<file path="src/rtl/dacr_pkg.sv">
// Package: command codes, field positions, reset values, timing and carrier types.
// Assumes a 40 MHz CLK and an upstream SMBus engine that decodes write-word/read-word.
package dacr_pkg;
	// Command codes of the registers in this block
	localparam logic [7:0] CMD_CFG_PRI = 8'h39;
	localparam logic [7:0] CMD_INFO = 8'h3A;
	localparam logic [7:0] CMD_CFG_SEC = 8'h3C;
	localparam logic [7:0] CMD_CFG_THIRD = 8'h3D;
	localparam logic [7:0] CMD_DC_THR = 8'h48;
	localparam logic [7:0] CMD_CFG_FOURTH = 8'h4C;
	localparam logic [7:0] CMD_CFG_FIFTH = 8'h4E;
	// Charge voltage limit, watched for the bus-inactivity timer
	localparam logic [7:0] CMD_CHG_VOLT = 8'h15;

	// Discharge alert threshold register
	localparam logic [15:0] DC_THR_RESET = 16'h1000;
	localparam int DC_THR_LSB = 8;
	localparam int DC_THR_MSB = 13;
	localparam int DC_THR_W = 6;
	localparam logic [5:0] DC_THR_MAX = 6'h32;
	localparam logic [15:0] CFG_RESET = 16'h0000;
	localparam logic [15:0] ZERO16 = 16'h0000;

	// Field positions in config_primary
	localparam int PRI_FWD_LSB = 13;
	localparam int PRI_BOOST_LSB = 10;
	localparam int PRI_REV_LSB = 8;
	localparam int PRI_TMO_DIS_BIT = 7;
	localparam int PRI_SHORT_LSB = 5;
	localparam int PRI_LP_LSB = 3;
	// Field positions in config_second, config_third and info_status
	localparam int SEC_SYSTEM_POWER_MONITOR_BIT = 3;
	localparam int THIRD_DEB_LSB = 9;
	localparam int THIRD_HOLD_LSB = 6;
	localparam int INFO_REF_BIT = 15;

	// Timing
	localparam int CLK_KHZ = 40000;
	localparam int LOW_VSYS_DEB_US = 10;
	localparam int LOW_VSYS_DEB_CYC = (LOW_VSYS_DEB_US * CLK_KHZ + 999) / 1000;
	localparam int TMO_S = 175;
	localparam int TMO_MS = TMO_S * 1000;
	localparam int MS_CYC = CLK_KHZ;
	localparam int CNT_W = 24;

	// Request from the SMBus engine
	typedef struct packed {
		logic wr;
		logic rd;
		logic [7:0] cmd;
		logic [15:0] data;
	} dacr_req_s;

	// Decoded analog trims from config_primary
	typedef struct packed {
		logic signed [3:0] fwd_ofs_hmv;
		logic signed [3:0] boost_ofs_hmv;
		logic [1:0] rev_ofs_code;
		logic [9:0] short_mv;
		logic tmo_en;
	} dacr_cfg_s;

	// Offset code to signed half-millivolt steps
	function automatic logic signed [3:0] ofs_hmv(input logic [2:0] code);
		ofs_hmv = {code[2], code};
	endfunction : ofs_hmv

	// Short-detect threshold in mV
	function automatic logic [9:0] short_mv(input logic [1:0] code);
		case (code)
			2'h0: short_mv = 10'h190;
			2'h1: short_mv = 10'h1F4;
			2'h2: short_mv = 10'h258;
			default: short_mv = 10'h320;
		endcase
	endfunction : short_mv

	// Low-power discharge threshold in mA
	function automatic logic [15:0] lp_thr_ma(input logic [1:0] code);
		case (code)
			2'h0: lp_thr_ma = 16'h2EE0;
			2'h1: lp_thr_ma = 16'h2710;
			2'h2: lp_thr_ma = 16'h1F40;
			default: lp_thr_ma = 16'h1770;
		endcase
	endfunction : lp_thr_ma
endpackage : dacr_pkg

</file>
<file path="src/rtl/dacr_alert_timer.sv">
// Alert qualifier: debounce before assertion, minimum hold once asserted.
// Assumes counts are stable while a trigger is being qualified.
`timescale 1ns/1ps
module dacr_alert_timer #(
	parameter int CW = 24
) (
	input wire logic clk,
	input wire logic srst,
	input wire logic ce,
	input wire logic trig,
	input wire logic [CW-1:0] deb_cyc,
	input wire logic [CW-1:0] hold_cyc,
	output logic alert
);
	typedef enum logic [1:0] {ST_IDLE, ST_DEB, ST_HOLD, ST_WAIT} dacr_tmr_e;

	dacr_tmr_e state_reg;
	logic [CW-1:0] cnt_reg;

	// Debounce, hold, then wait for the trigger to go away
	always_ff @(posedge clk) begin
		if (srst) begin
			state_reg <= ST_IDLE;
			cnt_reg <= '0;
		end else if (ce) begin
			case (state_reg)
				ST_IDLE: begin
					cnt_reg <= '0;
					if (trig) begin
						state_reg <= ST_DEB;
					end
				end
				ST_DEB: begin
					if (!trig) begin
						state_reg <= ST_IDLE;
					end else if (cnt_reg >= deb_cyc) begin
						state_reg <= ST_HOLD;
						cnt_reg <= '0;
					end else begin
						cnt_reg <= cnt_reg + 1'b1;
					end
				end
				ST_HOLD: begin
					if (cnt_reg >= hold_cyc) begin
						state_reg <= trig ? ST_WAIT : ST_IDLE;
					end else begin
						cnt_reg <= cnt_reg + 1'b1;
					end
				end
				ST_WAIT: begin
					if (!trig) begin
						state_reg <= ST_IDLE;
					end
				end
				default: state_reg <= ST_IDLE;
			endcase
		end
	end

	assign alert = (state_reg == ST_HOLD) || (state_reg == ST_WAIT);
endmodule : dacr_alert_timer

</file>
<file path="src/rtl/dacr_top.sv">
// Discharge alert threshold, control registers, processor-hot alert and bus timer.
// Assumes an SMBus engine that hands over decoded word transfers one cycle each,
// and analog front ends that report discharge current in mA and a low-VSYS level.
`timescale 1ns/1ps
// Functional notes
// Host writes the discharge threshold with a write-word at code 0x48.
// Each threshold step weighs 256 mA.
// Any word accepted; only bits 13:8 stored, rest ignored.
// Stored threshold clamps at field 110010, i.e. 12.8 A.
// Threshold register resets to 0x1000.
// Reading the threshold register returns its stored contents.
// Over-current asserts alert after programmed debounce, held for programmed duration.
// Low system voltage alert uses a fixed 10 us debounce.
// Battery-only low-power operation takes threshold from config_primary bits 4:3.
// Battery-only alerting works only while the power monitor is enabled; the low-VSYS alert here also fires with it disabled.
// info_status bit 15 shows whether the comparator reference is active.
// Comparator reference is always active while an adapter is present.
// With power monitor enabled, the threshold register sets the alert level.
// Host writes config_primary at 0x39, second and third at 0x3C, 0x3D.
// Host writes fourth and fifth config registers at 0x4C and 0x4E.
// Bits 15:13 give forward buck offset, signed 0.5 mV steps.
// Bits 12:10 give boost offset with the same signed code set.
// Bits 9:8 give reverse buck offset, 00 meaning zero.
// With adapter and timer enabled, stop charging after 175 s without limit writes.
// A charge voltage or current limit write resumes charging after timeout.
// config_primary bit 7 low enables the bus timer, high disables it.
// Bits 6:5 select short-detect threshold 400, 500, 600 or 800 mV.
// Alert releases only after hold time and once over-current has cleared.
module dacr_top #(
	parameter int DEB_UNIT_CYC = 400,
	parameter int HOLD_UNIT_CYC = 40000,
	parameter int TICK_CYC = dacr_pkg::MS_CYC,
	parameter int TMO_TICKS = dacr_pkg::TMO_MS,
	parameter logic [7:0] CMD_CHG_CUR = 8'h00
) (
	input wire logic CLK,
	input wire logic SRST,
	input wire logic CE,
	input wire dacr_pkg::dacr_req_s REG_REQ,
	output logic [15:0] REG_RDATA,
	output logic REG_RVALID,
	output logic REG_NACK,
	input wire logic ADAPTER_PRESENT,
	input wire logic LOW_POWER_MODE,
	input wire logic [15:0] DISCHG_MA,
	input wire logic LOW_VSYS,
	output logic ALERT_PIN_O,
	output logic ALERT_PIN_OE_N,
	output logic [15:0] DC_THR_MA,
	output logic COMP_REF_ACTIVE,
	output logic CHARGE_EN,
	output logic TIMED_OUT,
	output dacr_pkg::dacr_cfg_s CFG_TRIM
);
	localparam int CW = dacr_pkg::CNT_W;
	// Field widths inside the control registers
	localparam int DEB_W = 2;
	localparam int HOLD_W = 3;
	localparam int OFS_W = 3;
	localparam int REV_W = 2;
	localparam int SEL_W = 2;

	// Write strobe for one command code
	function automatic logic wr_hit(input dacr_pkg::dacr_req_s req, input logic [7:0] code);
		wr_hit = req.wr && (req.cmd == code);
	endfunction : wr_hit

	// Stored threshold field placed at its bits of the register word
	function automatic logic [15:0] thr_word(input logic [dacr_pkg::DC_THR_W-1:0] field);
		thr_word = 16'(field) << dacr_pkg::DC_THR_LSB;
	endfunction : thr_word

	// Register storage
	logic [dacr_pkg::DC_THR_W-1:0] dc_thr_reg;
	logic [15:0] cfg_pri_reg;
	logic [15:0] cfg_sec_reg;
	logic [15:0] cfg_third_reg;
	logic [15:0] cfg_fourth_reg;
	logic [15:0] cfg_fifth_reg;

	// Decoded write strobes
	logic wr_dc_thr;
	logic wr_pri;
	logic wr_sec;
	logic wr_third;
	logic wr_fourth;
	logic wr_fifth;
	logic wr_limit;
	logic wr_info;
	logic [dacr_pkg::DC_THR_W-1:0] dc_thr_next;

	// Alert path
	logic system_power_monitor_en;
	logic ref_active;
	logic lp_select;
	logic [15:0] thr_ma_next;
	logic over_current;
	logic dc_alert;
	logic vsys_alert;
	logic [CW-1:0] deb_cyc;
	logic [CW-1:0] hold_cyc;
	logic alert_reg;

	// Bus timer
	logic [CW-1:0] tick_reg;
	logic [CW-1:0] ms_reg;
	logic tick_wrap;
	logic tmo_run;
	logic tmo_fire;
	logic timed_out_reg;

	// Read path
	logic [15:0] rdata_next;
	logic rd_hit;
	logic rd_taken;

	// Write decode; codes per register map
	assign wr_dc_thr = wr_hit(REG_REQ, dacr_pkg::CMD_DC_THR);
	assign wr_pri = wr_hit(REG_REQ, dacr_pkg::CMD_CFG_PRI);
	assign wr_sec = wr_hit(REG_REQ, dacr_pkg::CMD_CFG_SEC);
	assign wr_third = wr_hit(REG_REQ, dacr_pkg::CMD_CFG_THIRD);
	assign wr_fourth = wr_hit(REG_REQ, dacr_pkg::CMD_CFG_FOURTH);
	assign wr_fifth = wr_hit(REG_REQ, dacr_pkg::CMD_CFG_FIFTH);
	assign wr_info = wr_hit(REG_REQ, dacr_pkg::CMD_INFO);
	assign wr_limit = wr_hit(REG_REQ, dacr_pkg::CMD_CHG_VOLT)
		|| wr_hit(REG_REQ, CMD_CHG_CUR);

	// Keep only the threshold field and clamp it
	always_comb begin
		dc_thr_next = REG_REQ.data[dacr_pkg::DC_THR_MSB:dacr_pkg::DC_THR_LSB];
		if (dc_thr_next > dacr_pkg::DC_THR_MAX) begin
			dc_thr_next = dacr_pkg::DC_THR_MAX;
		end
	end

	// Discharge threshold register
	always_ff @(posedge CLK) begin
		if (SRST) begin
			dc_thr_reg <= dacr_pkg::DC_THR_RESET[dacr_pkg::DC_THR_MSB:dacr_pkg::DC_THR_LSB];
		end else if (CE && wr_dc_thr) begin
			dc_thr_reg <= dc_thr_next;
		end
	end

	// Control registers
	always_ff @(posedge CLK) begin
		if (SRST) begin
			cfg_pri_reg <= dacr_pkg::CFG_RESET;
			cfg_sec_reg <= dacr_pkg::CFG_RESET;
			cfg_third_reg <= dacr_pkg::CFG_RESET;
			cfg_fourth_reg <= dacr_pkg::CFG_RESET;
			cfg_fifth_reg <= dacr_pkg::CFG_RESET;
		end else if (CE) begin
			if (wr_pri) begin
				cfg_pri_reg <= REG_REQ.data;
			end
			if (wr_sec) begin
				cfg_sec_reg <= REG_REQ.data;
			end
			if (wr_third) begin
				cfg_third_reg <= REG_REQ.data;
			end
			if (wr_fourth) begin
				cfg_fourth_reg <= REG_REQ.data;
			end
			if (wr_fifth) begin
				cfg_fifth_reg <= REG_REQ.data;
			end
		end
	end

	// Comparator reference and threshold selection
	assign system_power_monitor_en = cfg_sec_reg[dacr_pkg::SEC_SYSTEM_POWER_MONITOR_BIT];
	assign ref_active = ADAPTER_PRESENT || system_power_monitor_en;
	assign lp_select = !ADAPTER_PRESENT && LOW_POWER_MODE && !system_power_monitor_en;

	// Threshold in mA, register field weighs one 256 mA step per code
	always_comb begin
		if (lp_select) begin
			thr_ma_next = dacr_pkg::lp_thr_ma(
				cfg_pri_reg[dacr_pkg::PRI_LP_LSB +: SEL_W]);
		end else begin
			thr_ma_next = thr_word(dc_thr_reg);
		end
	end

	// Over-current only counts while the reference is up
	assign over_current = ref_active && (DISCHG_MA > thr_ma_next);

	// Debounce and hold lengths from config_third
	assign deb_cyc = CW'(DEB_UNIT_CYC * int'(cfg_third_reg[dacr_pkg::THIRD_DEB_LSB +: DEB_W]));
	assign hold_cyc = CW'(HOLD_UNIT_CYC
		* (int'(cfg_third_reg[dacr_pkg::THIRD_HOLD_LSB +: HOLD_W]) + 1));

	// Discharge over-current qualifier
	dacr_alert_timer #(
		.CW(CW)
	) u_dc_timer (
		.clk(CLK),
		.srst(SRST),
		.ce(CE),
		.trig(over_current),
		.deb_cyc(deb_cyc),
		.hold_cyc(hold_cyc),
		.alert(dc_alert)
	);

	// Low system voltage qualifier, fixed debounce
	dacr_alert_timer #(
		.CW(CW)
	) u_vsys_timer (
		.clk(CLK),
		.srst(SRST),
		.ce(CE),
		.trig(LOW_VSYS),
		.deb_cyc(CW'(dacr_pkg::LOW_VSYS_DEB_CYC)),
		.hold_cyc(hold_cyc),
		.alert(vsys_alert)
	);

	// Alert pin register, open drain pulls low while asserted
	always_ff @(posedge CLK) begin
		if (SRST) begin
			alert_reg <= 1'b0;
		end else if (CE) begin
			alert_reg <= dc_alert || vsys_alert;
		end
	end

	assign ALERT_PIN_O = 1'b0;
	assign ALERT_PIN_OE_N = !alert_reg;

	// Last cycle of each millisecond
	assign tick_wrap = (tick_reg == CW'(TICK_CYC - 1));

	// Millisecond prescaler for the bus timer
	assign tmo_run = ADAPTER_PRESENT && !cfg_pri_reg[dacr_pkg::PRI_TMO_DIS_BIT]
		&& !timed_out_reg;
	assign tmo_fire = tmo_run && tick_wrap
		&& (ms_reg == CW'(TMO_TICKS - 1));

	always_ff @(posedge CLK) begin
		if (SRST) begin
			tick_reg <= '0;
		end else if (CE) begin
			if (!tmo_run || wr_limit || tick_wrap) begin
				tick_reg <= '0;
			end else begin
				tick_reg <= tick_reg + 1'b1;
			end
		end
	end

	// Elapsed milliseconds since the last limit write
	always_ff @(posedge CLK) begin
		if (SRST) begin
			ms_reg <= '0;
		end else if (CE) begin
			if (!tmo_run || wr_limit) begin
				ms_reg <= '0;
			end else if (tick_wrap) begin
				ms_reg <= ms_reg + 1'b1;
			end
		end
	end

	// Timeout flag; expiry wins over a same-cycle limit write
	always_ff @(posedge CLK) begin
		if (SRST) begin
			timed_out_reg <= 1'b0;
		end else if (CE) begin
			if (tmo_fire) begin
				timed_out_reg <= 1'b1;
			end else if (wr_limit) begin
				timed_out_reg <= 1'b0;
			end
		end
	end

	// Read mux
	always_comb begin
		rd_hit = 1'b1;
		rdata_next = dacr_pkg::ZERO16;
		case (REG_REQ.cmd)
			dacr_pkg::CMD_DC_THR: rdata_next = thr_word(dc_thr_reg);
			dacr_pkg::CMD_CFG_PRI: rdata_next = cfg_pri_reg;
			dacr_pkg::CMD_CFG_SEC: rdata_next = cfg_sec_reg;
			dacr_pkg::CMD_CFG_THIRD: rdata_next = cfg_third_reg;
			dacr_pkg::CMD_CFG_FOURTH: rdata_next = cfg_fourth_reg;
			dacr_pkg::CMD_CFG_FIFTH: rdata_next = cfg_fifth_reg;
			dacr_pkg::CMD_INFO: rdata_next[dacr_pkg::INFO_REF_BIT] = ref_active;
			default: rd_hit = 1'b0;
		endcase
	end

	// Read accepted this cycle
	assign rd_taken = REG_REQ.rd && rd_hit;

	// Read answer one cycle after the request
	always_ff @(posedge CLK) begin
		if (SRST) begin
			REG_RDATA <= dacr_pkg::ZERO16;
			REG_RVALID <= 1'b0;
		end else if (CE) begin
			REG_RVALID <= rd_taken;
			if (rd_taken) begin
				REG_RDATA <= rdata_next;
			end
		end
	end

	// Refusal of unmapped reads and of writes to the read-only status
	always_ff @(posedge CLK) begin
		if (SRST) begin
			REG_NACK <= 1'b0;
		end else if (CE) begin
			REG_NACK <= (REG_REQ.rd && !rd_hit)
				|| wr_info;
		end
	end

	// Registered status and decoded trim outputs
	always_ff @(posedge CLK) begin
		if (SRST) begin
			DC_THR_MA <= dacr_pkg::ZERO16;
			COMP_REF_ACTIVE <= 1'b0;
			CHARGE_EN <= 1'b0;
			TIMED_OUT <= 1'b0;
			CFG_TRIM <= '0;
		end else if (CE) begin
			DC_THR_MA <= thr_ma_next;
			COMP_REF_ACTIVE <= ref_active;
			CHARGE_EN <= !timed_out_reg;
			TIMED_OUT <= timed_out_reg;
			CFG_TRIM.fwd_ofs_hmv <= dacr_pkg::ofs_hmv(
				cfg_pri_reg[dacr_pkg::PRI_FWD_LSB +: OFS_W]);
			CFG_TRIM.boost_ofs_hmv <= dacr_pkg::ofs_hmv(
				cfg_pri_reg[dacr_pkg::PRI_BOOST_LSB +: OFS_W]);
			CFG_TRIM.rev_ofs_code <= cfg_pri_reg[dacr_pkg::PRI_REV_LSB +: REV_W];
			CFG_TRIM.short_mv <= dacr_pkg::short_mv(
				cfg_pri_reg[dacr_pkg::PRI_SHORT_LSB +: SEL_W]);
			CFG_TRIM.tmo_en <= !cfg_pri_reg[dacr_pkg::PRI_TMO_DIS_BIT];
		end
	end
endmodule : dacr_top

</file>
<file path="config.mk">
export PLATFORM = sky130hd
export DESIGN_NAME = dacr_top
export DESIGN_NICKNAME = d
export VERILOG_FILES = /design/src/rtl/dacr_pkg.sv /design/src/rtl/dacr_alert_timer.sv /design/src/rtl/dacr_top.sv
export SDC_FILE = /design/constraint.sdc
export NUM_CORES = 1
export LEC_CHECK = 0
export ABC_AREA = 1
export BUFFER_PORTS_ARGS = -buffer_cell sky130_fd_sc_hd__clkbuf_2
export CORE_UTILIZATION = 62
export CTS_BUF_LIST = sky130_fd_sc_hd__clkbuf_4 sky130_fd_sc_hd__clkbuf_8
export CTS_CLUSTER_SIZE = 25
export DETAILED_ROUTE_END_ITERATION = 10
export GPL_TIMING_DRIVEN = 0
export MAX_ROUTING_LAYER = met4
export PLACE_DENSITY = 0.92
export SETUP_SLACK_MARGIN = 0.05
export SLEW_MARGIN = 20
export SYNTH_ARGS = -nofsm -noshare
export SYNTH_HDL_FRONTEND = slang
export SYNTH_SLANG_ARGS = --single-unit
</file>
<file path="constraint.sdc">
create_clock -name CLK -period 5.8 [get_ports CLK]
set_input_delay 0.87 -clock CLK [delete_from_list [all_inputs] [get_ports CLK]]
set_output_delay 0.87 -clock CLK [all_outputs]
set_load 0.01 [all_outputs]
</file>
# Word-level counts from Yosys, hierarchy flattened
# Index checks and enable logic that the tools add are counted.
[classes] addsub=5 multipliers=2 order_cmp=6 n_eq_ne=32 muxes=34 reduce_logical=56
[op_table] cell="24-bit two-way mux" n=9
[op_table] cell="24-bit one-hot mux with 3 select lines" n=2
[op_table] cell="24-bit by 1-bit adder with 24-bit output (second input constant)" n=4
[op_table] cell="15-bit one-hot mux with 6 select lines" n=1
[op_table] cell="24-bit by 20-bit greater-or-equal comparator with 1-bit output" n=2
[op_table] cell="14-bit one-hot mux with 3 select lines" n=1
[op_table] cell="8-bit by 6-bit equality test with 1-bit output (second input constant)" n=4
[op_table] cell="10-bit one-hot mux with 3 select lines" n=1
[op_table] cell="24-bit by 16-bit equality test with 1-bit output (second input constant)" n=1
[op_table] cell="24-bit by 18-bit equality test with 1-bit output (second input constant)" n=1
[op_table] cell="8-bit by 7-bit equality test with 1-bit output (second input constant)" n=3
[op_table] cell="24-bit by 11-bit greater-or-equal comparator with 1-bit output" n=1
[op_table] cell="24-bit by 9-bit greater-or-equal comparator with 1-bit output (second input constant)" n=1
[op_table] cell="2-bit two-way mux" n=12
[op_table] cell="1-bit logical AND" n=19
[op_table] cell="16-bit > comparator" n=1
[op_table] cell="16-bit two-way mux" n=1
[op_table] cell="2-bit one-hot mux with 4 select lines" n=2
[op_table] cell="2-bit AND reduction" n=8
[op_table] cell="10-bit by 4-bit multiplier with 14-bit output (first input constant)" n=1
[op_table] cell="2-bit equality test (second input constant)" n=6
[op_table] cell="2-bit inequality test (second input constant)" n=6
[op_table] cell="5-bit AND reduction" n=2
[op_table] cell="2-bit by 1-bit equality test with 1-bit output (second input constant)" n=4
[op_table] cell="18 further kinds" n=42
[word_totals] reg_bits=244 in_bits=48 out_inout_bits=60 word_cells=161

# Logic depth before layout (Yosys ltp)
# Gate-level depths: netlist of run 1.
[depth] depth_word=9 mapped_depth=29

# Modules after synthesis
# Synthesis of run 1 repeated with hierarchy kept, for this count alone.
[unflattened] cells_unflattened=2431 hier_area_um2=16097.9
[by_module_without_submodules] mod="dacr_top" instances=1 cells_each=1425 area_each_um2=9808.2 seq_area_each_um2=3683.5
[by_module_without_submodules] mod="dacr_alert_timer at u_vsys_timer" instances=1 cells_each=503 area_each_um2=3178.0 seq_area_each_um2=520.5
[by_module_without_submodules] mod="dacr_alert_timer at u_dc_timer" instances=1 cells_each=503 area_each_um2=3111.7 seq_area_each_um2=520.5

# Worst setup path after synthesis of run 1
# Ideal clock, no wire load.
[synth_timing] path_type="reg-to-reg" start="register cfg_third_reg[6]" end="register u_vsys_timer.cnt_reg[5]" setup_ns=0.113 arrival_time_ns=4.123 slack_ns=1.564 stages_incl_launch_ff=29 cell_sequence="dfxtp_1 -> ha_1 -> xor2_2 -> inv_2 -> ha_1 -> inv_1 -> ha_1 -> or2_2 -> ha_1 -> ha_1 -> nand2_1 -> nand3b_1 -> xor2_1 -> ha_1 -> a21oi_1 -> o21ai_0 -> a21oi_1 -> nand2_1 -> nand2_1 -> nand2_1 -> nand2_1 -> nand3_1 -> nand2_2 -> nand2_2 -> nand2_4 -> nand2_4 -> buf_4 -> nor2_1 -> nor2_1"
[synth_via] elab_chain_cells=5
[synth_rtl] element="start: declaration" line_no="dacr_top.sv:77" text="logic [15:0] cfg_third_reg;"
[synth_rtl] element="start signal: assignment" line_no="dacr_top.sv:150" text="cfg_third_reg <= dacr_pkg::CFG_RESET;"
[synth_rtl] element="start signal: assignment" line_no="dacr_top.sv:161" text="cfg_third_reg <= REG_REQ.data;"
[synth_rtl] element="3-bit by 1-bit adder with 4-bit output" line_no="dacr_top.sv:193" text="* (int'(cfg_third_reg[dacr_pkg::THIRD_HOLD_LSB +: HOLD_W]) + 1));"
[synth_rtl] element="10-bit by 4-bit multiplier with 14-bit output" line_no="dacr_top.sv:193"
[synth_rtl] element="24-bit by 20-bit greater-or-equal comparator with 1-bit output" line_no="dacr_alert_timer.sv:44" text="if (cnt_reg >= hold_cyc) begin"
[synth_rtl] element="2-bit inequality test (no line)"
[synth_rtl] element="4-bit AND reduction (no line)"
[synth_rtl] element="end signal: assignment" line_no="dacr_alert_timer.sv:40" text="cnt_reg <= cnt_reg + 1'b1;"
[synth_rtl] element="end signal: assignment" line_no="dacr_alert_timer.sv:47" text="cnt_reg <= cnt_reg + 1'b1;"
[synth_rtl] element="end: declaration" line_no="dacr_alert_timer.sv:18" text="logic [CW-1:0] cnt_reg;"
# No other way between the ends.
# A chain may end at the register's enable or synchronous reset.

# Final worst setup path of run 1
[layout_timing] start="register cfg_third_reg[6]" end="register u_vsys_timer.cnt_reg[2]"
# Same word-level chain as after synthesis.

==> metrics.log, run 1 <==
INFO  metric power.share.clock = between 40% and 50%
INFO  metric cts_hold_buffers = 0
INFO  metric routed_wirelength = ~40000 um
INFO  metric postLayoutSetupSlackWorst = 0.599 ns
INFO  metric power.density_cell_area = around 260 mW/mm^2
INFO  metric crit_path_max_incr_delay = roughly 0.63 ns
INFO  metric synth_top_area_share = between 30% and 40%
INFO  metric synth_seq_area_share = 36.3%
INFO  metric routedLengthMet1 = 15400 um
INFO  metric floorplan.die.width = 147 um
INFO  metric grt.overflow.total = 0
INFO  metric firstDrtPassIters = 7
INFO  metric finalNetCount = 2133
INFO  metric p_switching = ~0.0011 W
INFO  metric mappedNetlistArea = around 0.013 sq mm
INFO  metric met3_length = ~4100 um
INFO  metric route.top_layer_used = met4
INFO  metric fmaxAchievable = around 190 MHz
INFO  metric cts_htree_levels = 2
INFO  metric placement.io_buffers = 97
INFO  metric row_count = between 50 and 60
INFO  metric synth_edf_count = 0
INFO  metric syn_to_final_growth = 12.7%
INFO  metric rsz0062_at_grt = no
INFO  metric post-synth-top-area-cell = dfxtp_1
INFO  metric maxCapViolations = 0
INFO  metric finalWeightedCongestion = ~1.0
INFO  metric internal_power = 0.00268 W
INFO  metric post-cts-setup-buffers = 0
INFO  metric critPathMaxFanout = 10
INFO  metric finalSetupViolCount = 0
INFO  metric fp.dieH = approximately 150 um
INFO  metric crit_arrival = ~5.6 ns
INFO  metric post_drt_via_cell_ratio = around 6
INFO  metric combinationalPowerShare = ~14%
INFO  metric drc = 0
INFO  metric end_kind = register
INFO  metric crit_required = 6.22 ns
INFO  metric tritoncts = yes
INFO  metric sequentialPowerShare = between 40% and 50%
INFO  metric hold_violation_total_from_the_final_report = 0
INFO  metric ctsLongestPathBuffers = 3
INFO  metric fin_crit = roughly 5.2 ns
INFO  metric type_of_the_worst_setup_path = reg -> reg
INFO  metric synth_async_sr_flop_share = 0%
INFO  metric timing.final.crit_share = between 80 and 90%
INFO  metric netSwitchingFraction = between 20 and 30%
INFO  metric whs_path_depth = 2
INFO  metric num_io_pins = about 110
INFO  metric synth_top_cells_by_area = dfxtp_1 36%, nand2_1 8.1%, ha_1 7.8%
INFO  metric design.core.area = 0.0204 sq mm
INFO  metric layout-drive-gt1-share = 11.1%
INFO  metric hold_slack = 0.449 ns
INFO  metric vias = 13600
INFO  metric synth_ff_type = dfxtp_1
INFO  metric cts_buffers = 40
INFO  metric cts_resized = 0
INFO  metric drt.antenna.violating_nets = 0
INFO  metric synthesis.yosys.warnings = 0
INFO  metric total_die_area = around 0.022 sq mm
INFO  metric drtIter0Drc = roughly 1500
INFO  metric setup_tns_after_final_layout = 0 ns
INFO  metric vias_in_the_first_global_route = approximately 13000
INFO  metric placedInstanceArea = roughly 0.014 sq mm
INFO  metric antenna_violations_before_repair = 0
INFO  metric power_leakage = 6.13 nW
INFO  metric finalMaxSlewViolations = 0
INFO  metric synth.avg_cell_area = between 7 and 8 sq um
INFO  metric ff2ff_path_depth = 26
INFO  metric grt_start_max_net_pins = 11
INFO  metric grt_pass1_wl = 62900 um
INFO  metric met2_wirelength = 18000 um
INFO  metric synth_cell_type_count = 53
INFO  metric synth_cells = 1857
INFO  metric worstHoldPathType = reg -> reg
INFO  metric worst_pin_slew = around 0.97 ns
INFO  metric initial_utilization = 63.8%
INFO  metric routed_wire_length_per_instance = around 17 um
INFO  metric insertion_delay_of_the_later_clocked_pin_in_the_worst_skew_pair = approximately 0.56 ns
INFO  metric clkSlewWorstSetupHoldPaths = ~0.060 ns
INFO  metric outcome = finished clean
INFO  metric finish.instance_area = 0.0147 sq mm
INFO  metric power.ir.vdd_worst = about 0.19 mV
INFO  metric dp_hpwl = around 29000 um
INFO  metric library_cell_contributing_the_largest_single_delay_on_the_critical_path = dfxtp_1
INFO  metric cts_root_buf = clkbuf_8
INFO  metric timing.max_slew.rel_slack = between 30% and 40%
INFO  metric worst_clock_skew = roughly 0.035 ns
INFO  metric crit_path_start_kind = register
INFO  metric numClockSinks = ~240
INFO  metric place_ws = ~0.69 ns
INFO  metric grt_use_total = a little under two fifths
INFO  metric number_of_synthesized_register_bits = between 200 and 250
==> cell usage in the layout (no fill, tap or decap), types with 5 or more instances in the layout <==
master	n
a211oi_1	17
a21oi_1	166
a221oi_1	12
a311oi_1	8
a31oi_1	10
buf_1	5
buf_2	5
buf_4	13
clkbuf_1	55
clkbuf_2	97
clkbuf_4	15
clkbuf_8	47
conb_1	9
dfxtp_1	236
ha_1	81
inv_1	241
nand2_1	281
nand2_2	7
nand3_1	101
nand3b_1	7
nand4_1	36
nor2_1	240
nor2_2	10
nor3_1	52
nor4_1	23
o211ai_1	8
o21ai_0	138
o22ai_1	20
xnor2_1	11
xor2_1	28
==> critical path, delay by kind of cell, from the launching register on <==
| family | cells | cell delay, ns |
|---|---|---|
| xor gates and xnor gates | 1 | 0.25 |
| AOI/OAI and AO/OA | 3 | 0.39 |
| DFF | 1 | 0.63 |
| buffers and inverters | 3 | 0.73 |
| and+or+nand+nor | 14 | 1.34 |
| adders and majority gates | 5 | 1.69 |
==> layout make-up <==
cell class | instances | area, sq um
antenna | 1 | 2.50
clock inverter | 7 | 45.0
buffer | 81 | 382
sequential | 236 | 4720
multi-input combinational | 1302 | 7030
tap | 270 | 338
timing repair buffer | 97 | 485
fill | 1660 | 5740
clock buffer | 62 | 759
inverter | 246 | 926
==> synthesized netlist by cell type (2+ instances only) <==
cell      instances
o211ai_1          8
nand2_1         281
nand2_4           3
nor2_1          240
nor3_2            4
inv_2             2
nor2_2           10
xor2_1           28
nand3b_1          7
o21ai_1           2
buf_6             3
clkbuf_1         55
buf_4            13
nor4_1           23
dfxtp_1         236
nand3_1         101
clkinv_1          2
a21boi_0          2
buf_2             5
o22ai_1          20
ha_1             81
or2_2             4
a21oi_1         166
o221a_2           2
nor3b_1           3
a221oi_1         12
a31oi_1          10
and3_1            2
nand4_1          36
nor3_1           52
a211oi_1         17
nand2_2           7
o21a_1            2
a311oi_1          8
buf_1             5
o21ai_0         138
xnor2_1          11
inv_1           241
==> power groups by stage <==
stage | Sequential (W) | Clock [W] | Combinational (W)
6_report | 0.00174 | 0.00154 | 0.000525
5_1_grt | 0.00175 | 0.00161 | 0.000587
4_1_cts | 0.00174 | 0.00153 | 0.000514
3_5_place_dp | 0.00177 | 0 | 0.000510
3_3_place_gp | 0.00177 | 0 | 0.000493
2_1_floorplan | 0.00176 | 0 | 0.000357
==> layer usage <==
layer	global-route usage, %	up-vias
li1	-	6472
met5	-	-
met1	44.8	6179
met3	7.52	185
met4	19.5	0
met2	59.7	784
==> final timing paths <==
| kind | start | end | slack (ns) |
|---|---|---|---|
| max | cfg_third_reg[6]$_SDFFE_PP0P_ | u_vsys_timer.cnt_reg[2]$_SDFFE_PP0P_ | 0.60 |
| min reg2reg | u_dc_timer.cnt_reg[23]$_SDFFE_PP0P_ | u_dc_timer.cnt_reg[23]$_SDFFE_PP0P_ | 0.45 |
| max reg2reg | cfg_third_reg[6]$_SDFFE_PP0P_ | u_vsys_timer.cnt_reg[2]$_SDFFE_PP0P_ | 0.60 |
| min | u_dc_timer.cnt_reg[23]$_SDFFE_PP0P_ | u_dc_timer.cnt_reg[23]$_SDFFE_PP0P_ | 0.45 |
==> cells by family (layout without fill, tap and decap cells) <==
kind of cell | after synthesis | in the layout | synth area share, %
and+or+nand+nor | 777 | 777 | 26.2
AOI/OAI and AO/OA | 395 | 395 | 16.9
buffers and inverters | 327 | 493 | 10.0
DFF | 236 | 236 | 36.3
adders and majority gates | 81 | 81 | 7.78
xor gates and xnor gates | 40 | 40 | 2.75
other | 1 | 10 | 0.0288
==> metrics by stage <==
step	util (%)	power, W	cells
after global placement	68.0	0.00226	2232
final	71.9	0.00380	2302
after detailed placement	68.0	0.00228	2232
after floorplan	-	0.00211	1865
after global routing	71.9	0.00394	2301
after CTS	71.9	0.00378	2301
Power figures use the tool's default switching activity.
==> run 2: changes to the inputs <==
==> constraint.sdc (replaced) <==
create_clock -name CLK -period 5.1 [get_ports CLK]
set_input_delay 0.765 -clock CLK [delete_from_list [all_inputs] [get_ports CLK]]
set_output_delay 0.765 -clock CLK [all_outputs]
set_load 0.01 [all_outputs]
==> run 2 against run 1 <==
Compared with the run above:
- count of clock-buffer cells in the layout unchanged
- clock power up 14%
- sequential power rose by 14%
- hold slack lost 0.0016 ns
- final cell count up 0.17%
- first-iteration DRC count fell by 2.2%
- critical path depth unchanged
- flip-flop and latch count is the same
- maximum frequency increased by 8.8%
- sequential share of layout area shrank 0.080 points
==> metrics.log, run 2 (synthesis gave the netlist of run 1 again) <==
INFO  metric fin_crit = ~4.8 ns
INFO  metric grt_start_max_net_pins = 11
INFO  metric setup_tns_after_final_layout = 0 ns
INFO  metric timing.final.crit_share = 93.7%
INFO  metric grt.overflow.total = 0
INFO  metric cts_hold_buffers = 0
INFO  metric layout-drive-gt1-share = between 10% and 20%
INFO  metric floorplan.die.width = roughly 150 um
INFO  metric ctsLongestPathBuffers = 3
INFO  metric fp.dieH = around 150 um
INFO  metric finalWeightedCongestion = 1.02
INFO  metric power.ir.vdd_worst = about 0.22 mV
INFO  metric total_die_area = about 0.022 sq mm
INFO  metric timing.max_slew.rel_slack = a little under two fifths
INFO  metric power_leakage = 6.15 nW
INFO  metric worstSetupStartpoint = cfg_third_reg[6]$_SDFFE_PP0P_
INFO  metric critPathMaxFanout = 10
INFO  metric multi_input_comb_area = 0.00705 sq mm
INFO  metric reg2reg_from = cfg_third_reg[6]$_SDFFE_PP0P_
INFO  metric antenna_violations_before_repair = 0
INFO  metric final_cell_count_no_fill = 2306
INFO  metric cts_htree_levels = 2
INFO  metric final_common_cell = nand2_1
INFO  metric fmaxAchievable = ~210 MHz
INFO  metric worst_pin_slew = around 0.94 ns
INFO  metric finalMaxSlewViolations = 0
INFO  metric drtIter0Drc = about 1500
INFO  metric vias_in_the_first_global_route = around 13000
INFO  metric dp_hpwl = slightly below 30000 um
INFO  metric hold_start = cfg_third_reg[2]$_SDFFE_PP0P_
INFO  metric end_kind = register
INFO  metric routed_wirelength = roughly 40000 um
INFO  metric crit_required = around 5.5 ns
INFO  metric num_io_pins = 108
INFO  metric cts_buffers = 40
INFO  metric post_drt_via_cell_ratio = 5.90
INFO  metric grt_use_total = ~37%
INFO  metric rsz0062_at_grt = no
INFO  metric final-seq-area = roughly 0.0047 sq mm
INFO  metric finalSetupViolCount = 0
INFO  metric drt.antenna.violating_nets = 0
INFO  metric type_of_the_worst_setup_path = reg -> reg
INFO  metric initial_utilization = 63.8%
INFO  metric placement.io_buffers = 97
INFO  metric row_count = 52
INFO  metric tritoncts = yes
INFO  metric firstDrtPassIters = 7
INFO  metric worst_clock_skew = around 0.035 ns
INFO  metric crit_arrival = between 5 and 6 ns
INFO  metric place_inst = 2232
INFO  metric numClockSinks = 236
INFO  metric hold_violation_total_from_the_final_report = 0
INFO  metric worstHoldPathType = reg -> reg
INFO  metric commonest_cells_after_routing_fill_and_taps_aside = 281 x nand2_1, 241 x inv_1, 240 x nor2_1
INFO  metric drc = 0
INFO  metric hold_slack = 0.448 ns
INFO  metric report.power.total = approximately 0.0043 W
INFO  metric cts_root_buf = clkbuf_8
INFO  metric clkSlewWorstSetupHoldPaths = 0.06 ns
INFO  metric vias = 13600
INFO  metric insertion_delay_of_the_later_clocked_pin_in_the_worst_skew_pair = roughly 0.57 ns
INFO  metric outcome = finished clean
INFO  metric syn_to_final_growth = 13.2%
INFO  metric nFillCells = 1650
INFO  metric power.density_cell_area = 293 mW/mm^2
INFO  metric finalNetCount = around 2100
INFO  metric crit_path_start_kind = register
INFO  metric maxCapViolations = 0
INFO  metric routed_wire_length_per_instance = ~17 um
INFO  metric grt_pass1_wl = between 60000 and 70000 um
INFO  metric design.core.area = ~0.020 sq mm
==> run 2: changes by cell type in the layout (fill, tap and decap cells not counted) <==
cell     delta
buf_4       +4
dfxtp_4     +2
ha_1        -2
ha_4        +1
xor2_2      +1
ha_2        +1
xor2_1      -1
dfxtp_1     -2
==> run 2: power by group <==
part | switching (W) | total [W] | internal, W | leakage (nW)
clock | 0.000800 | 0.00175 | 0.000949 | 0.431
combinational | 0.000396 | 0.000597 | 0.000201 | 3.80
sequential | 0.0000776 | 0.00198 | 0.00190 | 1.92
==> run 2: area by class of cell <==
cell class	instances	share of cell area, %
clock buffers	62	5.15
well taps	270	2.29
inverters	246	6.28
clock inverters	7	0.305
multi-input cells	1302	47.8
flip-flops and latches	236	32.1
diodes	1	0.0170
repair buffers	101	3.50
plain buffers	81	2.59
==> run 2: repair_timing <==
item	in CTS	in global routing
hold endpoints to repair	0	0
pin swaps	0	0
gates resized for setup	1	7
buffers inserted	0	4
setup endpoints to repair	33	43
==> run 2: critical path, cell delays in order (launching register included) <==
cell      delay [ns]
dfxtp_4         0.43
inv_1           0.24
ha_2            0.50
inv_1           0.13
ha_1            0.21
or2_2           0.29
ha_1            0.28
ha_1            0.34
nand2_1         0.07
nand3b_1        0.13
xor2_2          0.19
ha_1            0.32
a21oi_1         0.15
o21ai_0         0.12
a21oi_1         0.12
nand2_1         0.06
nand2_1         0.06
nand2_1         0.04
nand2_1         0.05
nand3_1         0.10
nand2_2         0.10
nand2_2         0.06
nand2_4         0.13
nand2_4         0.10
buf_4           0.22
nor2_1          0.12
nor2_1          0.06
==> run 2: through the flow <==
| stage | setup WS (ns) | utilization (%) | instance area (sq um) |
|---|---|---|---|
| after floorplan | 0.864 | - | 13100 |
| after global placement | 0.103 | 68.0 | 13900 |
| after detailed placement | -0.00690 | 68.0 | 13900 |
| after CTS | 0.163 | 71.9 | 14700 |
| after global routing | 0.0374 | 72.2 | 14700 |
| final | 0.322 | 72.2 | 14700 |
==> run 2: layer usage <==
metal,global-route usage (%),vias up,wire length [um]
met5,-,-,0
met4,19.7,0,2060
met3,7.48,177,4200
met2,59.5,818,18100
met1,44.9,6148,15400
li1,-,6473,-
==> run 2: path summary, 6_finish.rpt <==
path	endpoint	slack, ns	depth (start not counted)
max	u_vsys_timer.cnt_reg[2]$_SDFFE_PP0P_	0.32	26
min reg2reg	cfg_third_reg[2]$_SDFFE_PP0P_	0.45	2
max reg2reg	u_vsys_timer.cnt_reg[2]$_SDFFE_PP0P_	0.32	26
min	cfg_third_reg[2]$_SDFFE_PP0P_	0.45	2
